File: config.mk
export PLATFORM = sky130hd
export DESIGN_NAME = mfi_decoder
export DESIGN_NICKNAME = d
export VERILOG_FILES = /design/src/mfi_pkg.sv /design/src/mfi_decoder.sv
export SDC_FILE = /design/constraint.sdc
export NUM_CORES = 1
export LEC_CHECK = 0
export BUFFER_PORTS_ARGS = -buffer_cell sky130_fd_sc_hd__buf_2
export CORE_UTILIZATION = 54
export CTS_BUF_LIST = sky130_fd_sc_hd__clkbuf_8
export CTS_CLUSTER_SIZE = 14
export DETAILED_ROUTE_END_ITERATION = 8
export GPL_TIMING_DRIVEN = 0
export HOLD_SLACK_MARGIN = 0.05
export PLACE_DENSITY = 0.77
export SYNTH_ARGS = -nofsm -noshare
export SYNTH_HDL_FRONTEND = slang
export SYNTH_SLANG_ARGS = --single-unit
File: constraint.sdc
create_clock -name core_clk -period 5.5 [get_ports core_clk]
set_input_delay 0.825 -clock core_clk [delete_from_list [all_inputs] [get_ports core_clk]]
set_output_delay 0.825 -clock core_clk [all_outputs]
set_load 0.01 [all_outputs]
File: src/mfi_pkg.sv
// Purpose: constants for the multifunction input decoder
// Assumes: 100 MHz core clock, frequencies in 0.01 Hz units
// Notes:   function codes follow the terminal function table
package mfi_pkg;
   localparam int          NUM_TERM      = 5;
   localparam int          FREQ_W        = 16;
   localparam int          CLK_MHZ       = 100;
   localparam int          TICK_US       = 1000;
   localparam int          TICK_CYC      = TICK_US * CLK_MHZ;
   localparam int          HOLD_MS       = 2000;
   localparam logic [4:0]  FN_FWD        = 5'h00;
   localparam logic [4:0]  FN_REV        = 5'h01;
   localparam logic [4:0]  FN_SPD_LSB    = 5'h02;
   localparam logic [4:0]  FN_SPD_MID    = 5'h03;
   localparam logic [4:0]  FN_SPD_MSB    = 5'h04;
   localparam logic [4:0]  FN_JOG_FWD    = 5'h06;
   localparam logic [4:0]  FN_JOG_REV    = 5'h07;
   localparam logic [4:0]  FN_UP         = 5'h08;
   localparam logic [4:0]  FN_DOWN       = 5'h09;
   localparam logic [4:0]  FN_RAMP2      = 5'h0a;
   localparam logic [4:0]  FN_HOLD       = 5'h0b;
   localparam logic [4:0]  FN_RUN_SRC    = 5'h0c;
   localparam logic [4:0]  FN_FREQ_SRC   = 5'h0d;
   localparam logic [4:0]  FN_RSTOP      = 5'h0e;
   localparam logic [4:0]  FN_BBLOCK     = 5'h0f;
   localparam logic [4:0]  FN_PID_OFF    = 5'h10;
   localparam logic [4:0]  FN_FRESET     = 5'h11;
   localparam logic [4:0]  FN_AUTO       = 5'h12;
   localparam logic [1:0]  RUNMODE_3W    = 2'h2;
   localparam logic [1:0]  KEEP_HOLD_OFF = 2'h0;
   localparam logic [1:0]  KEEP_ZERO     = 2'h1;
   localparam logic [1:0]  KEEP_HOLD_ON  = 2'h2;
   localparam logic [15:0] FREQ_RST      = 16'h0000;
   localparam logic [15:0] STEP_MAX      = 16'h01f4;
   typedef enum logic [1:0] {
      UD_IDLE = 2'b00,
      UD_STEP = 2'b01,
      UD_WAIT = 2'b10,
      UD_RPT  = 2'b11
   } mfi_ud_type;
endpackage : mfi_pkg

File: src/mfi_decoder.sv
// Purpose: decode five debounced multifunction terminals into drive commands
// Assumes: configuration inputs held stable while running
// Notes:   ramp engine and parameter store live outside; this block selects
`timescale 1ns/1ps
module mfi_decoder
   import mfi_pkg::*;
#(
   parameter int TICK_LEN = TICK_CYC  // cycles per scan tick, 1 ms default
) (
   input  wire logic                 core_clk,
   input  wire logic                 arst_n,
   input  wire logic                 input_terminal_1,
   input  wire logic                 input_terminal_2,
   input  wire logic                 input_terminal_3,
   input  wire logic                 input_terminal_4,
   input  wire logic                 input_terminal_5,
   input  wire logic [4:0]           term_fn_1,
   input  wire logic [4:0]           term_fn_2,
   input  wire logic [4:0]           term_fn_3,
   input  wire logic [4:0]           term_fn_4,
   input  wire logic [4:0]           term_fn_5,
   input  wire logic [4:0]           polarity_nc,
   input  wire logic [7:0]           scan_ms,
   input  wire logic [1:0]           run_mode,
   input  wire logic [1:0]           keep_mode,
   input  wire logic [FREQ_W-1:0]    ud_step,
   input  wire logic [FREQ_W-1:0]    freq_upper,
   input  wire logic [FREQ_W-1:0]    out_freq,
   output logic [4:0]                term_state,
   output logic                      run_fwd,
   output logic                      run_rev,
   output logic [2:0]                speed_idx,
   output logic                      jog_fwd,
   output logic                      jog_rev,
   output logic                      ramp_set2,
   output logic                      ramp_hold,
   output logic                      run_src_alt,
   output logic                      freq_src_alt,
   output logic                      rapid_stop,
   output logic                      base_block,
   output logic                      pid_disable,
   output logic                      fault_reset,
   output logic                      auto_seq_en,
   output logic                      ud_enable,
   output logic [FREQ_W-1:0]         ud_freq,
   output logic                      keypad_store,
   output logic [FREQ_W-1:0]         keypad_freq
);
   import mfi_pkg::*;

   logic [4:0]        raw;
   logic [4:0]        pol_in;
   logic [16:0]       tick_cnt_r;
   logic              tick;
   logic [4:0]        state_r;
   logic [4:0]        rst_pulse_r;
   logic              three_wire;
   logic [4:0]        fn   [NUM_TERM];
   logic [4:0]        usable;
   logic              run_r;
   logic              run_cmd;
   logic              fwd_cmd;
   logic              rev_cmd;
   logic              up_on;
   logic              dn_on;
   logic              rst_on;
   mfi_ud_type        ud_r;
   logic [11:0]       hold_r;
   logic              step_now;
   logic [FREQ_W:0]   up_sum;
   logic [FREQ_W-1:0] up_val;
   logic [FREQ_W-1:0] dn_val;
   logic              run_fall;
   logic [4:0]        fn_act [19];

   assign raw = {input_terminal_5, input_terminal_4, input_terminal_3,
                 input_terminal_2, input_terminal_1};
   assign fn[0] = term_fn_1;
   assign fn[1] = term_fn_2;
   assign fn[2] = term_fn_3;
   assign fn[3] = term_fn_4;
   assign fn[4] = term_fn_5;

   assign pol_in = raw ^ polarity_nc;

   assign tick = (tick_cnt_r == 17'(TICK_LEN - 1));
   always_ff @(posedge core_clk or negedge arst_n) begin
      if (!arst_n) tick_cnt_r <= '0;
      else         tick_cnt_r <= tick ? '0 : tick_cnt_r + 17'h00001;
   end

   // per-terminal scan filter
   genvar g;
   generate
      for (g = 0; g < NUM_TERM; g++) begin : g_flt
         logic [7:0] cnt_r;
         logic [7:0] lim;
         assign lim = (scan_ms == 8'h00) ? 8'h01 : scan_ms;
         always_ff @(posedge core_clk or negedge arst_n) begin
            if (!arst_n) begin
               cnt_r      <= 8'h00;
               state_r[g] <= 1'b0;
            end else if (tick) begin
               if (pol_in[g] == state_r[g]) cnt_r <= 8'h00;
               else if (cnt_r + 8'h01 >= lim) begin
                  cnt_r      <= 8'h00;
                  state_r[g] <= pol_in[g];
               end else cnt_r <= cnt_r + 8'h01;
            end
         end
      end
   endgenerate
   assign term_state = state_r;

   assign three_wire = (run_mode == RUNMODE_3W);
   assign usable     = three_wire ? (state_r & 5'h18) : state_r;

   // function-active matrix, one row per function code
   generate
      for (g = 0; g < 19; g++) begin : g_fn
         genvar t;
         for (t = 0; t < NUM_TERM; t++) begin : g_t
            assign fn_act[g][t] = usable[t] && (fn[t] == 5'(g));
         end
      end
   endgenerate

   // three-wire run latch: t1 run push, t2 stop push (nc), t3 direction
   always_ff @(posedge core_clk or negedge arst_n) begin
      if (!arst_n)                   run_r <= 1'b0;
      else if (!three_wire)          run_r <= 1'b0;
      else if (!state_r[1])          run_r <= 1'b0;
      else if (state_r[0])           run_r <= 1'b1;
   end

   assign fwd_cmd = |fn_act[FN_FWD];
   assign rev_cmd = |fn_act[FN_REV];
   assign run_fwd = three_wire ? (run_r & ~state_r[2])
                               : (fwd_cmd & ~rev_cmd);
   assign run_rev = three_wire ? (run_r & state_r[2])
                               : (rev_cmd & ~fwd_cmd);
   assign run_cmd = run_fwd | run_rev;

   // index steers setpoint and ramp pair downstream
   assign speed_idx = {|fn_act[FN_SPD_MSB], |fn_act[FN_SPD_MID],
                       |fn_act[FN_SPD_LSB]};
   assign jog_fwd = |fn_act[FN_JOG_FWD] & ~|fn_act[FN_JOG_REV];
   assign jog_rev = |fn_act[FN_JOG_REV] & ~|fn_act[FN_JOG_FWD];
   assign ramp_set2    = |fn_act[FN_RAMP2];
   assign ramp_hold    = |fn_act[FN_HOLD];
   assign run_src_alt  = |fn_act[FN_RUN_SRC];
   assign freq_src_alt = |fn_act[FN_FREQ_SRC];
   assign rapid_stop   = |fn_act[FN_RSTOP];
   assign base_block   = |fn_act[FN_BBLOCK];
   assign pid_disable  = |fn_act[FN_PID_OFF];
   assign auto_seq_en  = |fn_act[FN_AUTO];
   assign rst_on       = |fn_act[FN_FRESET];

   always_ff @(posedge core_clk or negedge arst_n) begin
      if (!arst_n) rst_pulse_r <= 5'h00;
      else         rst_pulse_r <= {rst_pulse_r[3:0], rst_on};
   end
   assign fault_reset = rst_pulse_r[0] & ~rst_pulse_r[1];

   // up/down stepping: one step per press, repeat per ms after 2 s
   assign up_on    = |fn_act[FN_UP] & ~|fn_act[FN_DOWN] & ud_enable;
   assign dn_on    = |fn_act[FN_DOWN] & ~|fn_act[FN_UP] & ud_enable;
   assign up_sum   = {1'b0, ud_freq} + {1'b0, ud_step};
   assign up_val   = (up_sum > {1'b0, freq_upper}) ? freq_upper
                                                    : up_sum[FREQ_W-1:0];
   assign dn_val   = (ud_freq > ud_step) ? ud_freq - ud_step : '0;
   assign step_now = (ud_r == UD_STEP) || (ud_r == UD_RPT && tick);

   always_ff @(posedge core_clk or negedge arst_n) begin
      if (!arst_n) begin
         ud_r   <= UD_IDLE;
         hold_r <= '0;
      end else begin
         case (ud_r)
            UD_IDLE: if (up_on | dn_on) ud_r <= UD_STEP;
            UD_STEP: begin
               hold_r <= '0;
               ud_r   <= UD_WAIT;
            end
            UD_WAIT:
               if (!(up_on | dn_on)) ud_r <= UD_IDLE;
               else if (tick) begin
                  if (hold_r == 12'(HOLD_MS - 1)) ud_r <= UD_RPT;
                  else hold_r <= hold_r + 12'h001;
               end
            UD_RPT:  if (!(up_on | dn_on)) ud_r <= UD_IDLE;
            default: ud_r <= UD_IDLE;
         endcase
      end
   end

   // previous run for stop detection
   logic run_d_r;
   always_ff @(posedge core_clk or negedge arst_n) begin
      if (!arst_n) run_d_r <= 1'b0;
      else         run_d_r <= run_cmd;
   end
   assign run_fall = run_d_r & ~run_cmd;

   always_ff @(posedge core_clk or negedge arst_n) begin
      if (!arst_n) begin
         ud_freq   <= FREQ_RST;
         ud_enable <= 1'b1;
      end else if (run_fall) begin
         ud_freq   <= (keep_mode == KEEP_ZERO) ? FREQ_RST : ud_freq;
         ud_enable <= (keep_mode != KEEP_HOLD_OFF);
      end else begin
         if (run_cmd) ud_enable <= 1'b1;
         if (step_now && up_on)      ud_freq <= up_val;
         else if (step_now && dn_on) ud_freq <= dn_val;
      end
   end

   always_ff @(posedge core_clk or negedge arst_n) begin
      if (!arst_n) begin
         keypad_store <= 1'b0;
         keypad_freq  <= FREQ_RST;
      end else begin
         keypad_store <= run_fall && (keep_mode != KEEP_ZERO);
         if (run_fall && keep_mode != KEEP_ZERO) keypad_freq <= out_freq;
      end
   end
endmodule : mfi_decoder

==> flow_metrics.py <==
metrics = {
    "timing": {
        "final_hold_viol_count": 0,
        "worst_pin_slew_ns": 0.778,
        "finalClockSkew_ns": 0.0166,
        "layout_setup_ws_ns": 0.725,
        "setup_viol": 0,
        "fin_tns_setup_ns": 0,
        "relSlewSlack_pct": 47.4,
        "finalMaxSlewViolations": 0,
        "period_share_pct": 86.8,
        "rsz0062_at_grt": "no",
        "finalCriticalPeriod_ns": 4.77,
        "hold_slack_ns": 0.214,
        "max_freq_ghz": 0.209,
    },
    "grt": {
        "antenna_found_initial": 0,
        "grt.busiest_layer": "met2",
        "overflow": 0,
        "grt_max_degree": 94,
        "use_met2_pct": 45.9,
        "grt_use_met1_pct": 37.6,
        "grt_pass1_wl_um": 40200,
        "use_met3_pct": 5.03,
        "grt_pass1_vias": 8404,
        "grt_use_total_pct": 28.1,
    },
    "synthesis": {
        "syn_avg_cell_area_um2": 8.60,
        "async_reset_ff_share_pct": 100,
        "synth_cell_types": 82,
        "ys_warn_count": 0,
        "syn_area_um2": 9400,
        "postSynthCellCount": 1093,
        "synth_edf_count": 0,
        "yosysSeqAreaShare_pct": 30.4,
        "ys_seq_elements": 114,
        "synth_nets": 1287,
        "synth_ff_type": "dfrtp_1",
    },
    "finish": {
        "drive_gt1_share_pct": 18.1,
        "fillCellCount": 1478,
        "stdcell_count": 1494,
        "final_nets": 1455,
        "antenna_cells": 0,
        "syn_to_final_growth_pct": 15.9,
        "final_common_cell": "buf_2",
        "layout_common_cells": "155 x buf_2, 113 x dfrtp_1, 100 x nand2_1",
    },
    "worst_setup_path": {
        "reg2reg_depth": 19,
        "cp-start-kind": "input pin",
        "rrSetupSlack_ns": 0.74,
        "crit_path_end_kind": "flip-flop",
        "crit_arrival_ns": 5.18,
        "critPathMaxFanout": 10,
        "criticalPathCategory": "in -> reg",
        "cp.required_ns": 5.90,
    },
    "power": {
        "power_mw": 2.09,
        "p_leak_nw": 5.75,
        "ir_worst_vdd_mv": 0.260,
        "power.density_nw_per_um2": 192,
    },
    "outcome": {
        "status": "completed",
    },
    "cts": {
        "hold_buffers": 0,
        "clock_sinks": 114,
        "cts_tree": "done",
        "htree_levels": 4,
        "cts_setup_buffers": 0,
        "cts.clk_slew.worst_paths_ns": 0.09,
        "post_cts_resized": 0,
        "root_buffer": "clkbuf_8",
        "cts.path.max_buffers": 2,
        "clkLatencyLatePin_ns": 0.46,
        "cts_made_buffers": 17,
    },
    "drt": {
        "via_count": 8734,
        "drt_iter0_drc": 626,
        "totalWireLength_um": 24500,
        "routed_via_density": 5.85,
        "firstDrtPassIters": 5,
        "wl_per_cell_um": 16.4,
        "drc_errors": 0,
        "drtAntennaViolNets": 0,
    },
    "flow_run": {
        "drv_cap": 0,
    },
    "place": {
        "place_inst": 1462,
        "portBuffers": 148,
        "dp_slack_ns": 0.320,
        "place_congestion": 0.911,
        "place_hpwl_um": 18700,
    },
    "die": {
        "die_area_um2": 17900,
        "io_pins": 152,
        "fp.coreArea_um2": 16800,
        "die_w_um": 134,
        "rows": 47,
        "start_util_pct": 55.9,
        "die_h_um": 134,
    },
    "worst_hold_path": {
        "hold_path_class": "in -> async",
    },
}
-- worst max-delay path: stages --
cell and delay (ns):
buf_2 0.10, ha_1 0.16, inv_1 0.05, fa_1 0.40, o21ba_2 0.24, or4_1 0.44
a311oi_1 0.45, o21ai_1 0.21, mux2i_1 0.23, and2_1 0.17, ha_1 0.24, nand3_1 0.09
nor3_1 0.05, o2bb2ai_1 0.12, a211o_1 0.26, o211ai_1 0.16, clkbuf_1 0.42, nor2_1 0.08
a211oi_1 0.33, a221o_1 0.17
-- kinds of logic (layout without fill, tap and decap cells) --
logic type | count (synthesis) | count (layout) | synth area share, %
AOI/OAI and AO/OA | 250 | 250 | 18.2
xor gates and xnor gates | 88 | 88 | 8.20
adders and majority gates | 97 | 97 | 13.1
buffers and inverters | 130 | 311 | 5.58
DFF | 114 | 114 | 30.4
muxes | 28 | 28 | 3.27
and+or+nand+nor | 386 | 386 | 21.4
-- final timing paths --
path	start	end
max reg2reg	ud_freq[0]$_DFFE_PN0P_	ud_freq[9]$_DFFE_PN0P_
min	arst_n	g_flt[2].cnt_r[0]$_DFFE_PN0N_
max	ud_step[0]	ud_freq[9]$_DFFE_PN0P_
min reg2reg	rst_pulse_r[0]$_DFF_PN0_	rst_pulse_r[1]$_DFF_PN0_
min in group core_clk	rst_pulse_r[0]$_DFF_PN0_	rst_pulse_r[1]$_DFF_PN0_
max in group asynchronous	arst_n	ud_enable$_DFFE_PN1P_
-- synth_stat cells, drive strengths merged, types with 9 or more instances --
library cell | number | area [um^2]
nand4 | 11 | 68.8
o22ai | 9 | 56.3
a31oi | 9 | 56.3
nand3 | 46 | 230
and3 | 18 | 113
ha | 95 | 1190
nand2 | 100 | 375
clkbuf | 22 | 82.6
o21ai | 64 | 324
inv | 95 | 357
or3 | 9 | 56.3
dfrtp | 113 | 2830
buf | 13 | 85.1
xnor2 | 44 | 385
nor3 | 22 | 120
nor2 | 78 | 293
a21o | 21 | 158
nand2b | 19 | 119
o211ai | 11 | 82.6
nand4b | 10 | 87.6
nor2b | 19 | 119
mux2 | 22 | 248
a221o | 15 | 150
a21oi | 40 | 200
xor2 | 44 | 385
a211oi | 13 | 97.6
-- flip-flops by register name, indices dropped and copies added, names as in the netlist --
register and flops:
ud_freq 16, ud_enable 1, run_d_r 1, run_r 1
term_state 5, tick_cnt_r 17, g_flt.cnt_r 40, keypad_store 1
ud_r 2, keypad_freq 16, hold_r 12, rst_pulse_r 2
-- stage by stage --
stage | util [%] | area, um^2
floorplan | - | 9400
global placement | 61.9 | 10400
detailed placement | 62.1 | 10500
CTS | 64.8 | 10900
global route | 64.8 | 10900
finish | 64.8 | 10900
-- area by class of cell --
class,instances,area (um^2),share of cell area (%)
flip-flops and latches,114,2850,26.2
well taps,220,275,2.53
plain buffers,35,168,1.54
clock buffers,17,234,2.15
clock inverters,15,208,1.91
repair buffers,149,774,7.11
multi-input cells,849,6020,55.3
inverters,95,357,3.27
-- report_power, final --
part | internal (mW) | switching (mW)
sequential | 0.869 | 0.0155
clock | 0.497 | 0.400
combinational | 0.129 | 0.183
-- per-layer routing --
metal,part of all wire (%),wire (um)
met3,5.8,1420
met2,47,11600
met1,45,11000
met4,2.1,524
met5,0,0
Note: power is estimated with default switching activity, not from simulation.
